--- src/logic/canbf_pkg.sv ---
// Constants and types shared by the CAN bit timing and frame core.
// Assumes a 32-bit APB master and a wired-AND CAN transceiver outside.
// How it works
// - Resync stretches pre-sample or shrinks post-sample by at most jump width.
// - Phase error is zero in sync segment, positive before, negative after.
// - Error within jump width restarts bit timing like a hard sync.
// - Larger positive error lengthens the bit by exactly the jump width.
// - Larger negative error shortens the bit by exactly the jump width; here by one cycle less when the error is jump width plus one.
// - At most one synchronization per bit time.
// - Edge counts only if new level differs from last sampled level.
// - Falling edge during bus idle forces a hard synchronization.
// - Resync on falling edges, rising ones too when both-edge bit set.
// - Transmitter ignores positive-error falling edges in falling-only mode.
// - Bus is wired-AND; dominant wins, recessive only if all recessive.
// - Frame starts with one dominant start bit; receivers hard sync.
// - Identifier is eleven bits, most significant bit first.
// - Remote bit follows identifier; recessive for remote, dominant for data.
// - Control field: two dominant reserved bits, then four-bit length code.
// - Length code 0 to 8 gives byte count; zero dominant, one recessive.
// - Data kept byte-wise; lowest byte's most significant bit goes first.
// - Fifteen-bit CRC, most significant first, then one recessive delimiter.
// - Transmitter sends ack recessive; good receivers drive ack slot dominant.
// - Seven recessive end bits; stuffing only up to CRC end.
// - Sync segment is one clock cycle at bit start.
// - Sample at end of pre-sample segment, 1 to 16 cycles.
// - Post-sample segment spans 1 to 8 cycles.
package canbf_pkg;
  localparam logic [7:0] ADDR_CTRL = 8'h00;
  localparam logic [7:0] ADDR_TIM = 8'h04;
  localparam logic [7:0] ADDR_TXID = 8'h08;
  localparam logic [7:0] ADDR_TXD0 = 8'h0C;
  localparam logic [7:0] ADDR_TXD1 = 8'h10;
  localparam logic [7:0] ADDR_STAT = 8'h14;
  localparam logic [7:0] ADDR_RXID = 8'h18;
  localparam logic [7:0] ADDR_RXD0 = 8'h1C;
  localparam logic [7:0] ADDR_RXD1 = 8'h20;
  localparam int CTRL_BOTH = 0;
  localparam int CTRL_SEND = 1;
  localparam logic [31:0] CTRL_MASK = 32'h0000_0001;
  localparam logic [31:0] CTRL_RST = 32'h0000_0000;
  localparam int TIM_PRE = 0;
  localparam int TIM_POST = 4;
  localparam int TIM_SJW = 8;
  localparam logic [31:0] TIM_MASK = 32'h0000_037F;
  localparam logic [31:0] TIM_RST = 32'h0000_0137;
  localparam int ID_LSB = 0;
  localparam int RTR_BIT = 11;
  localparam int DLC_LSB = 12;
  localparam logic [31:0] TXID_MASK = 32'h0000_FFFF;
  localparam int ST_IDLE = 0;
  localparam int ST_TXBUSY = 1;
  localparam int ST_TXDONE = 2;
  localparam int ST_ACK = 3;
  localparam int ST_RXVAL = 4;
  localparam int ST_ERR = 5;
  localparam logic [14:0] CRC_POLY = 15'h4599;
  localparam logic [2:0] STUFF_RUN = 3'h5;
  localparam logic [5:0] ID_LAST = 6'h0A;
  localparam logic [5:0] RES_LAST = 6'h01;
  localparam logic [5:0] DLC_LAST = 6'h03;
  localparam logic [5:0] CRC_LAST = 6'h0E;
  localparam logic [5:0] EOF_LAST = 6'h06;
  localparam logic [5:0] INT_LAST = 6'h02;
  localparam logic [3:0] MAX_BYTES = 4'h8;
  typedef enum logic [1:0] {SEG_SYNC, SEG_ONE, SEG_TWO} canbf_seg_t;
  typedef enum logic [3:0] {F_IDLE, F_SOF, F_ID, F_RTR, F_RES, F_DLC,
    F_DATA, F_CRC, F_CRCD, F_ACK, F_ACKD, F_EOF, F_INT} canbf_fld_t;
endpackage : canbf_pkg

--- src/logic/canbf_core.sv ---
// CAN bit timing, resynchronization and data frame engine with APB registers.
// Assumes an APB master on clk_sys_i and a wired-AND transceiver on the bus.
//
// Chosen here: the placing of the registers and the APB register port.
`timescale 1ns/1ps
`default_nettype none
module canbf_core (
  input wire logic clk_sys_i,
  input wire logic rst_n_i,
  input wire logic ce_i,
  input wire logic psel_i,
  input wire logic penable_i,
  input wire logic pwrite_i,
  input wire logic [7:0] paddr_i,
  input wire logic [31:0] pwdata_i,
  input wire logic [3:0] pstrb_i,
  output logic [31:0] prdata_o,
  output logic pready_o,
  output logic pslverr_o,
  input wire logic can_rx_i,
  output logic can_tx_o
);
  import canbf_pkg::*;

  logic [31:0] ctrl_r, tim_r, txid_r, rd_c;
  logic [63:0] txd_r, rxd_r;
  logic [10:0] rx_id_r;
  logic rx_rtr_r;
  logic [3:0] rx_dlc_r, nb_r;
  logic send_r, done_r, ack_r, rxv_r, err_r;
  logic rx_m_r, rx_s_r, rx_d_r, samp_r, synced_r;
  canbf_seg_t seg_r;
  canbf_fld_t fld_r;
  logic [4:0] cnt_r, ext_r, shr_r, len1, len2, sjw_len, e_mag;
  logic [5:0] fcnt_r;
  logic [2:0] run_r;
  logic [14:0] crc_r;
  logic last_r, tx_act_r, ok_r, tx_bit_c, drive_c;
  logic fall, rise, cand, both, hard_ev, res_ev, skip_c, restart;
  logic lengthen, shorten, sample, tx_upd, in_stuff, stuff_now, b;
  logic err_ev, ack_ev, end_ev, wr_en, rd_setup, mapped;

  function automatic logic [31:0] wmerge(input logic [31:0] o,
      input logic [31:0] n, input logic [3:0] s);
    for (int i = 0; i < 4; i++) begin
      wmerge[8*i +: 8] = s[i] ? n[8*i +: 8] : o[8*i +: 8];
    end
  endfunction : wmerge

  function automatic logic [14:0] crc_step(input logic [14:0] c,
      input logic d);
    crc_step = {c[13:0], 1'b0} ^ ((d ^ c[14]) ? CRC_POLY : 15'h0000);
  endfunction : crc_step

  // Bit position of data bit n: byte n/8 low address first, MSB first
  function automatic logic [5:0] bit_idx(input logic [5:0] n);
    bit_idx = {n[5:3], ~n[2:0]};
  endfunction : bit_idx

  function automatic logic [3:0] n_bytes(input logic rtr,
      input logic [3:0] dlc);
    n_bytes = rtr ? 4'h0 : (dlc > MAX_BYTES ? MAX_BYTES : dlc);
  endfunction : n_bytes

  // APB slave: zero wait states, but ce_i low stalls the access
  assign pready_o = ce_i;
  assign wr_en = psel_i & penable_i & pwrite_i & ce_i;
  assign rd_setup = psel_i & ~penable_i & ce_i;
  assign mapped = paddr_i inside {ADDR_CTRL, ADDR_TIM, ADDR_TXID,
    ADDR_TXD0, ADDR_TXD1, ADDR_STAT, ADDR_RXID, ADDR_RXD0, ADDR_RXD1};
  assign pslverr_o = psel_i & penable_i & ~mapped;

  always_ff @(posedge clk_sys_i or negedge rst_n_i) begin
    if (!rst_n_i) begin
      ctrl_r <= CTRL_RST;
      tim_r <= TIM_RST;
      txid_r <= 32'h0000_0000;
      txd_r <= '0;
    end else if (wr_en) begin
      case (paddr_i)
        ADDR_CTRL: ctrl_r <= wmerge(ctrl_r, pwdata_i, pstrb_i) & CTRL_MASK;
        ADDR_TIM: tim_r <= wmerge(tim_r, pwdata_i, pstrb_i) & TIM_MASK;
        ADDR_TXID: txid_r <= wmerge(txid_r, pwdata_i, pstrb_i) & TXID_MASK;
        ADDR_TXD0: txd_r[31:0] <= wmerge(txd_r[31:0], pwdata_i, pstrb_i);
        ADDR_TXD1: txd_r[63:32] <= wmerge(txd_r[63:32], pwdata_i, pstrb_i);
        default: ;
      endcase
    end
  end

  always_comb begin
    case (paddr_i)
      ADDR_CTRL: rd_c = ctrl_r;
      ADDR_TIM: rd_c = tim_r;
      ADDR_TXID: rd_c = txid_r;
      ADDR_TXD0: rd_c = txd_r[31:0];
      ADDR_TXD1: rd_c = txd_r[63:32];
      ADDR_STAT: rd_c = {26'h0, err_r, rxv_r, ack_r, done_r,
        tx_act_r | send_r, fld_r == F_IDLE};
      ADDR_RXID: rd_c = {16'h0000, rx_dlc_r, rx_rtr_r, rx_id_r};
      ADDR_RXD0: rd_c = rxd_r[31:0];
      ADDR_RXD1: rd_c = rxd_r[63:32];
      default: rd_c = 32'h0000_0000;
    endcase
  end

  // Read data is captured in the setup cycle so it is a flip-flop output
  always_ff @(posedge clk_sys_i or negedge rst_n_i) begin
    if (!rst_n_i) begin
      prdata_o <= 32'h0000_0000;
    end else if (rd_setup) begin
      prdata_o <= rd_c;
    end
  end

  // Status flags: hardware set wins over a write-one clear
  always_ff @(posedge clk_sys_i or negedge rst_n_i) begin
    if (!rst_n_i) begin
      done_r <= 1'b0;
      ack_r <= 1'b0;
      rxv_r <= 1'b0;
      err_r <= 1'b0;
    end else if (ce_i) begin
      if (wr_en && paddr_i == ADDR_STAT && pstrb_i[0]) begin
        done_r <= done_r & ~pwdata_i[ST_TXDONE];
        ack_r <= ack_r & ~pwdata_i[ST_ACK];
        rxv_r <= rxv_r & ~pwdata_i[ST_RXVAL];
        err_r <= err_r & ~pwdata_i[ST_ERR];
      end
      if (end_ev & tx_act_r)
        done_r <= 1'b1;
      if (ack_ev)
        ack_r <= 1'b1;
      if (end_ev & ~tx_act_r & ok_r)
        rxv_r <= 1'b1;
      if (err_ev)
        err_r <= 1'b1;
    end
  end

  // Send request: set by software, taken when the frame starts
  always_ff @(posedge clk_sys_i or negedge rst_n_i) begin
    if (!rst_n_i) begin
      send_r <= 1'b0;
    end else if (ce_i) begin
      if (sample && fld_r == F_IDLE && b)
        send_r <= 1'b0;
      if (wr_en && paddr_i == ADDR_CTRL && pstrb_i[0] && pwdata_i[CTRL_SEND])
        send_r <= 1'b1;
    end
  end

  // Bus input passes two flops; rx_d_r is the previous synced level
  always_ff @(posedge clk_sys_i or negedge rst_n_i) begin
    if (!rst_n_i) begin
      rx_m_r <= 1'b1;
      rx_s_r <= 1'b1;
      rx_d_r <= 1'b1;
    end else if (ce_i) begin
      rx_m_r <= can_rx_i;
      rx_s_r <= rx_m_r;
      rx_d_r <= rx_s_r;
    end
  end

  assign both = ctrl_r[CTRL_BOTH];
  assign sjw_len = 5'(tim_r[TIM_SJW +: 2]) + 5'h01;
  assign len1 = 5'(tim_r[TIM_PRE +: 4]) + 5'h01 + ext_r;
  assign len2 = 5'(tim_r[TIM_POST +: 3]) + 5'h01;
  assign b = rx_s_r;
  assign fall = rx_d_r & ~rx_s_r;
  assign rise = ~rx_d_r & rx_s_r;

  always_comb begin
    unique case (seg_r)
      SEG_SYNC: e_mag = 5'h00;
      SEG_ONE: e_mag = cnt_r + 5'h01;
      SEG_TWO: e_mag = len2 - cnt_r;
    endcase
  end

  assign cand = ce_i & ~synced_r & (rx_s_r != samp_r);
  assign hard_ev = cand & fall & (fld_r == F_IDLE);
  assign skip_c = tx_act_r & ~both & fall & (seg_r == SEG_ONE);
  assign res_ev = cand & (fld_r != F_IDLE) & (fall | (rise & both)) &
    ~skip_c;
  assign restart = hard_ev | (res_ev & (e_mag <= sjw_len));
  assign lengthen = res_ev & (seg_r == SEG_ONE) & (e_mag > sjw_len);
  assign shorten = res_ev & (seg_r == SEG_TWO) & (e_mag > sjw_len);
  assign sample = ce_i & ~restart & ~lengthen & (seg_r == SEG_ONE) &
    (cnt_r + 5'h01 >= len1);
  assign tx_upd = ce_i & ((seg_r == SEG_SYNC & ~restart) |
    (restart & seg_r == SEG_TWO));

  // Bit timer; a restart treats the edge cycle as the sync segment
  always_ff @(posedge clk_sys_i or negedge rst_n_i) begin
    if (!rst_n_i) begin
      seg_r <= SEG_SYNC;
      cnt_r <= 5'h00;
      ext_r <= 5'h00;
      shr_r <= 5'h00;
    end else if (ce_i) begin
      if (restart) begin
        seg_r <= SEG_ONE;
        cnt_r <= 5'h00;
        ext_r <= 5'h00;
        shr_r <= 5'h00;
      end else begin
        unique case (seg_r)
          SEG_SYNC: begin
            seg_r <= SEG_ONE;
            cnt_r <= 5'h00;
          end
          SEG_ONE: begin
            if (lengthen) begin
              ext_r <= sjw_len;
              cnt_r <= cnt_r + 5'h01;
            end else if (sample) begin
              seg_r <= SEG_TWO;
              cnt_r <= 5'h00;
              ext_r <= 5'h00;
            end else begin
              cnt_r <= cnt_r + 5'h01;
            end
          end
          SEG_TWO: begin
            if (shorten) begin
              shr_r <= sjw_len;
              cnt_r <= cnt_r + 5'h01;
            end else if (cnt_r + 5'h01 + shr_r >= len2) begin
              seg_r <= SEG_SYNC;
              cnt_r <= 5'h00;
              shr_r <= 5'h00;
            end else begin
              cnt_r <= cnt_r + 5'h01;
            end
          end
        endcase
      end
    end
  end

  // One synchronization per bit; the flag clears at a natural bit start
  always_ff @(posedge clk_sys_i or negedge rst_n_i) begin
    if (!rst_n_i) begin
      synced_r <= 1'b0;
      samp_r <= 1'b1;
    end else if (ce_i) begin
      if (restart | lengthen | shorten)
        synced_r <= 1'b1;
      else if (seg_r == SEG_SYNC)
        synced_r <= 1'b0;
      if (sample)
        samp_r <= rx_s_r;
    end
  end

  assign in_stuff = fld_r inside {F_SOF, F_ID, F_RTR, F_RES, F_DLC,
    F_DATA, F_CRC};
  assign stuff_now = in_stuff & (run_r == STUFF_RUN);

  always_comb begin
    tx_bit_c = 1'b1;
    if (stuff_now)
      tx_bit_c = ~last_r;
    else begin
      case (fld_r)
        F_SOF: tx_bit_c = 1'b0;
        F_ID: tx_bit_c = txid_r[ID_LSB + 10 - int'(fcnt_r)];
        F_RTR: tx_bit_c = txid_r[RTR_BIT];
        F_RES: tx_bit_c = 1'b0;
        F_DLC: tx_bit_c = txid_r[DLC_LSB + 3 - int'(fcnt_r)];
        F_DATA: tx_bit_c = txd_r[bit_idx(fcnt_r)];
        F_CRC: tx_bit_c = crc_r[14];
        default: tx_bit_c = 1'b1;
      endcase
    end
  end

  // A receiver with a clean frame pulls the ack slot dominant
  assign drive_c = tx_act_r ? tx_bit_c :
    ~(fld_r == F_ACK & ok_r & crc_r == 15'h0000);

  always_ff @(posedge clk_sys_i or negedge rst_n_i) begin
    if (!rst_n_i) begin
      can_tx_o <= 1'b1;
    end else if (tx_upd) begin
      can_tx_o <= drive_c;
    end
  end

  assign err_ev = sample & ((stuff_now & b == last_r) |
    (fld_r inside {F_CRCD, F_ACKD, F_EOF} & ~b) |
    (fld_r == F_CRCD & crc_r != 15'h0000));
  assign ack_ev = sample & fld_r == F_ACK & tx_act_r & ~b;
  assign end_ev = sample & fld_r == F_EOF & fcnt_r == EOF_LAST;

  // Frame engine, advanced once per sample point on the destuffed stream
  always_ff @(posedge clk_sys_i or negedge rst_n_i) begin
    if (!rst_n_i) begin
      fld_r <= F_IDLE;
      fcnt_r <= 6'h00;
      run_r <= 3'h0;
      last_r <= 1'b1;
      crc_r <= 15'h0000;
      tx_act_r <= 1'b0;
      ok_r <= 1'b0;
      nb_r <= 4'h0;
      rx_id_r <= 11'h000;
      rx_rtr_r <= 1'b0;
      rx_dlc_r <= 4'h0;
      rxd_r <= '0;
    end else if (sample) begin
      if (err_ev)
        ok_r <= 1'b0;
      if (stuff_now) begin
        run_r <= 3'h1;
        last_r <= b;
      end else begin
        if (in_stuff | fld_r == F_IDLE) begin
          run_r <= (b == last_r && in_stuff) ? run_r + 3'h1 : 3'h1;
          last_r <= b;
        end
        if (fld_r == F_IDLE | fld_r == F_SOF)
          crc_r <= crc_step(15'h0000, b);
        else if (in_stuff)
          crc_r <= crc_step(crc_r, b);
        if (tx_act_r & (fld_r == F_ID | fld_r == F_RTR) & tx_bit_c & ~b)
          tx_act_r <= 1'b0;
        fcnt_r <= fcnt_r + 6'h01;
        unique case (fld_r)
          F_IDLE: begin
            fcnt_r <= 6'h00;
            ok_r <= 1'b1;
            if (~b)
              fld_r <= F_ID;
            else if (send_r) begin
              fld_r <= F_SOF;
              tx_act_r <= 1'b1;
            end
          end
          F_SOF: begin
            fld_r <= F_ID;
            fcnt_r <= 6'h00;
          end
          F_ID: begin
            rx_id_r <= {rx_id_r[9:0], b};
            if (fcnt_r == ID_LAST) begin
              fld_r <= F_RTR;
              fcnt_r <= 6'h00;
            end
          end
          F_RTR: begin
            rx_rtr_r <= b;
            fld_r <= F_RES;
            fcnt_r <= 6'h00;
          end
          F_RES: begin
            if (fcnt_r == RES_LAST) begin
              fld_r <= F_DLC;
              fcnt_r <= 6'h00;
            end
          end
          F_DLC: begin
            rx_dlc_r <= {rx_dlc_r[2:0], b};
            if (fcnt_r == DLC_LAST) begin
              nb_r <= n_bytes(rx_rtr_r, {rx_dlc_r[2:0], b});
              fld_r <= n_bytes(rx_rtr_r, {rx_dlc_r[2:0], b}) == 4'h0 ?
                F_CRC : F_DATA;
              fcnt_r <= 6'h00;
            end
          end
          F_DATA: begin
            rxd_r[bit_idx(fcnt_r)] <= b;
            if (fcnt_r[5:3] == 3'(nb_r - 4'h1) && fcnt_r[2:0] == 3'h7) begin
              fld_r <= F_CRC;
              fcnt_r <= 6'h00;
            end
          end
          F_CRC: begin
            if (fcnt_r == CRC_LAST)
              fld_r <= F_CRCD;
          end
          F_CRCD: fld_r <= F_ACK;
          F_ACK: fld_r <= F_ACKD;
          F_ACKD: begin
            fld_r <= F_EOF;
            fcnt_r <= 6'h00;
          end
          F_EOF: begin
            if (fcnt_r == EOF_LAST) begin
              fld_r <= F_INT;
              fcnt_r <= 6'h00;
            end
          end
          F_INT: begin
            if (fcnt_r == INT_LAST) begin
              fld_r <= F_IDLE;
              tx_act_r <= 1'b0;
            end
          end
        endcase
      end
    end
  end
endmodule : canbf_core
`default_nettype wire

--- config.mk ---
export PLATFORM = sky130hd
export DESIGN_NAME = canbf_core
export DESIGN_NICKNAME = d
export VERILOG_FILES = /design/src/logic/canbf_pkg.sv /design/src/logic/canbf_core.sv
export SDC_FILE = /design/constraint.sdc
export NUM_CORES = 1
export LEC_CHECK = 0
export BUFFER_PORTS_ARGS = -buffer_cell sky130_fd_sc_hd__buf_4
export CORE_MARGIN = 1.5
export CORE_UTILIZATION = 40
export CTS_BUF_LIST = sky130_fd_sc_hd__clkbuf_8
export DETAILED_ROUTE_END_ITERATION = 10
export PLACE_DENSITY = 0.63
export SLEW_MARGIN = 20
export SYNTH_ARGS = -nofsm -noshare
export SYNTH_HDL_FRONTEND = slang
export SYNTH_SLANG_ARGS = --single-unit
--- constraint.sdc ---
create_clock -name clk_sys_i -period 4.11 [get_ports clk_sys_i]
set_input_delay 1.0275 -clock clk_sys_i [delete_from_list [all_inputs] [get_ports clk_sys_i]]
set_output_delay 1.0275 -clock clk_sys_i [all_outputs]
set_load 0.01 [all_outputs]
==> metrics.md <==
| Metric | Value |
|---|---|
| RSZ-0062 raised after global routing | no |
| CTS max path bufs | 3 |
| Final setup vio count | 0 |
| DR WL/cell | 20.9 µm |
| Final Slew Violations | 0 |
| Diode count | 0 |
| Synthesized area per cell | 10.7 µm² |
| Crit-path max FO | 8 |
| Final wirelength | 39700 µm |
| PnR Total Power | slightly below 8 mW |
| Sequential Power Share | 39.5% |
| Cell breakdown of the critical path | inv_1 -> ha_1 -> fa_1 -> nor2b_1 -> o21ai_0 -> ha_1 -> o211ai_1 -> o21ai_1 -> nor4b_4 -> nand3b_4 -> or4_1 -> nor2_1 -> mux2_2 |
| Number of global-route vias before repair | ~11000 |
| Synthesized Nets | 1391 |
| GRT overflow | 0 |
| Final Hold Vio Count | 0 |
| Worst setup EP type | register |
| Vias/cell | 5.77 |
| Combinational share of power | about 28% |
| Met1 usage | 32.0% |
| Startpoint Class | register |
| Clock sinks | 260 |
| Reg2reg setup slack | 0.30 ns |
| Leakage power | 7.60 nW |
| Die Span Y | 190 µm |
| Max Clock Freq | 0.263 GHz |
| Critical Path Start | tim_r[0]$_DFFE_PN1P_ |
| Initial antenna violation count | 0 |
| Placer Congestion | 0.872 |
| # rows | 68 |
| Clock tree from TritonCTS | yes |
| First-pass GRT wire length | approximately 63000 µm |
| HP Class | in -> async |
| EDFF count, synth | 0 |
| Post-placement setup slack | 0.169 ns |
| Seq/Total Area, Yosys | 46.7% |
| Final Worst Setup Slack | 0.303 ns |
| Crit path required time | around 4.6 ns |
| Power Internal | 5.06 mW |
| Detail Route Antenna Nets | 0 |
| CTS buffer count | 47 |
| Critical path's most frequent cell | ha_1 |
| DP HPWL | 28200 µm |
| Period utilization | 92.6% |
| Status | finished, final reports clean |
| YS warnings | 0 |
| CTS clock-pin slew for the worst setup and hold paths | roughly 0.06 ns |
| Critical Path AT | 4.25 ns |
| Synthesis-to-finish area growth | 16.8% |
| CP Depth | 13 |
| Clock skew | 0.0407 ns |
| Global Route Usage Sum | 22.5% |
| Layout cells sized above 1 | 29.6% |
| CP endpoint | rxd_r[6]$_DFFE_PN0P_ |
| Worst-Skew Late Latency | slightly below 0.6 ns |
| Synth Flop Type | dfrtp_1 |
| Setup TNS | 0 ns |
| Sw Pwr | 2.76 mW |
| Clock power frac | 32.1% |
| Grt peak-use layer | met2 |
| Max_cap viols | 0 |
| CP max stage cell | or4_1 |
| Dpl cells | about 1800 |
| Vias | 11000 |
| Largest net degree at the start of global routing | 89 |
| Worst Path Buf+Inv | 1 |
| Worst flop-to-flop path endpoint | rxd_r[6]$_DFFE_PN0P_ |
| First-pass DRT Iterations | 5 |
| Clk root buf | clkbuf_8 |
| Post-Synthesis Cells | 1303 |
| Die footprint | 0.0360 mm² |
| Io pins | 86 |
| Met3 usage | around 4.2% |
| Power Dens Cells | 480 mW/mm² |
| Worst Reg-to-Reg Cells | 13 |
| #FFs+latches synth | 260 |
| Nets | 1501 |
| Asr flop ratio synth | 100% |
| Synth Cell Area | 0.0140 mm² |
| Critical Path Max Stage Delay | 0.61 ns |
| Crit path time final | 3.81 ns |
| Worst R2R Start | tim_r[0]$_DFFE_PN1P_ |
| Core ar. | 0.0345 mm² |
| Met2 usage | 34.6% |
| Initial Util | 40.5% |
| CTS H-tree lvls | 2 |
| Post-synthesis cell type count | 78 |
| Top Family by Delay on Critical Path | simple AND/OR/NAND/NOR gates |
| Worst slew pin tran | 0.959 ns |
| Peak supply drop | 0.256 mV |
| DRC viols | 0 |
| Rel. slew slack | 35.9% |
| Initial DRC count | roughly 900 |
| DIE WIDTH | 190 µm |
| Layout Utilization | a little under half |
| Switching part of the total | roughly a third |
| Setup CP Type | reg -> reg |
| Port buffer count | 85 |
| Fin cells | about 1900 |
## cells in the mapped netlist, types with 8 or more instances
| library cell | number | share of area (%) |
|---|---|---|
| dfrtp_1 | 248 | 44 |
| nor2b_1 | 11 | 0.49 |
| a21oi_1 | 28 | 1.0 |
| a222oi_1 | 12 | 0.86 |
| nor2_1 | 63 | 1.7 |
| a221oi_1 | 28 | 1.8 |
| ha_1 | 34 | 3.0 |
| a22oi_1 | 39 | 2.1 |
| mux2_2 | 178 | 14 |
| buf_1 | 13 | 0.35 |
| a31oi_1 | 16 | 0.72 |
| nand3_1 | 32 | 1.1 |
| nor3_1 | 14 | 0.50 |
| a21o_1 | 12 | 0.65 |
| a22o_1 | 25 | 1.6 |
| nand2b_1 | 8 | 0.36 |
| dfstp_2 | 12 | 2.3 |
| mux2i_1 | 21 | 1.5 |
| nand3b_1 | 9 | 0.48 |
| inv_1 | 43 | 1.2 |
| o21ai_0 | 63 | 2.3 |
| xor2_1 | 23 | 1.4 |
| clkbuf_1 | 57 | 1.5 |
| mux4_2 | 9 | 1.5 |
| nand2_1 | 172 | 4.6 |
## flip-flops by register name (all words and copies together) (netlist names), 2 cells and up
signal / count
rx_id_r: 11
fcnt_r: 6
run_r: 3
fld_r: 4
ext_r: 3
txid_r: 16
seg_r: 2
prdata_o: 32
crc_r: 15
shr_r: 3
rxd_r: 64
rx_dlc_r: 4
txd_r: 64
nb_r: 3
tim_r: 9
cnt_r: 5
## power groups by stage
stage	registers [mW]	logic (mW)	clock network, mW
after floorplan	2.98	1.61	0
after global placement	3.13	2.16	0
after detailed placement	3.13	2.19	0
after CTS	3.09	2.20	2.57
after global routing	3.13	2.46	2.69
final	3.09	2.22	2.51
## cells in the final DEF, fill, tap and decap left out, types with 11 or more instances in the layout
| master | n |
|---|---|
| a21o_1 | 12 |
| a21oi_1 | 28 |
| a221oi_1 | 28 |
| a222oi_1 | 12 |
| a22o_1 | 25 |
| a22oi_1 | 39 |
| a31oi_1 | 16 |
| buf_4 | 135 |
| clkbuf_8 | 59 |
| dfrtp_1 | 246 |
| dfstp_2 | 12 |
| ha_1 | 34 |
| inv_1 | 60 |
| mux2_2 | 178 |
| mux2i_1 | 21 |
| nand2_1 | 172 |
| nand3_1 | 32 |
| nor2_1 | 60 |
| nor2b_1 | 11 |
| nor3_1 | 12 |
| o21ai_0 | 62 |
| xor2_1 | 23 |
## area by class of cell
cell class / instances / area (µm²)
Inverter: 46 / 173
Clock inverter: 24 / 158
Clock buffer: 59 / 812
Tap cell: 455 / 569
Fill cell: 3259 / 18200
Sequential cell: 260 / 6520
Multi-Input combinational cell: 919 / 6980
Timing Repair Buffer: 139 / 1090
## worst min path at each step
stage / endpoint / depth (start not counted)
after CTS: samp_r$_DFFE_PN1P_ / 2
after global placement: prdata_o[1]$_DFFE_PN0P_ / 1
after detailed placement: prdata_o[21]$_DFFE_PN0P_ / 2
after floorplan: ack_r$_DFFE_PN0P_ / 2
after global routing: prdata_o[28]$_DFFE_PN0P_ / 2
final: crc_r[7]$_DFFE_PN0P_ / 1
## cells by family (layout without fill, tap and decap cells)
group | after synthesis | count (layout) | share of synthesized area, %
XOR/XNOR | 30 | 30 | 1.98
AO/OA/AOI/OAI | 281 | 281 | 14.3
AND/OR/NAND/NOR | 362 | 362 | 12.6
buffers and inverters | 124 | 268 | 3.42
multiplexers | 209 | 209 | 17.4
flip-flops | 260 | 260 | 46.7
adder cells (fa/ha/maj) | 37 | 37 | 3.48
## repair_timing
item,in CTS,in global routing
hold buffers,0,0
gates resized for setup,0,1
endpoints found under the setup margin,0,6
buffers inserted,0,1
## per-layer routing
| layer | part of all wire (%) | vias to the layer above | routed length, µm |
|---|---|---|---|
| li1 | - | 5012 | - |
| met1 | 45 | 5514 | 18000 |
| met2 | 46 | 369 | 18100 |
| met3 | 6.4 | 72 | 2560 |
| met4 | 2.6 | 0 | 1040 |
| met5 | 0 | - | 0 |
## through the flow
stage	cell area, µm²	hold WS (ns)
after floorplan	14000	0.442
after global placement	15300	0.461
after detailed placement	15300	0.471
after CTS	16300	0.484
after global routing	16300	0.502
final	16300	0.444
Power figures use the tool's default switching activity.
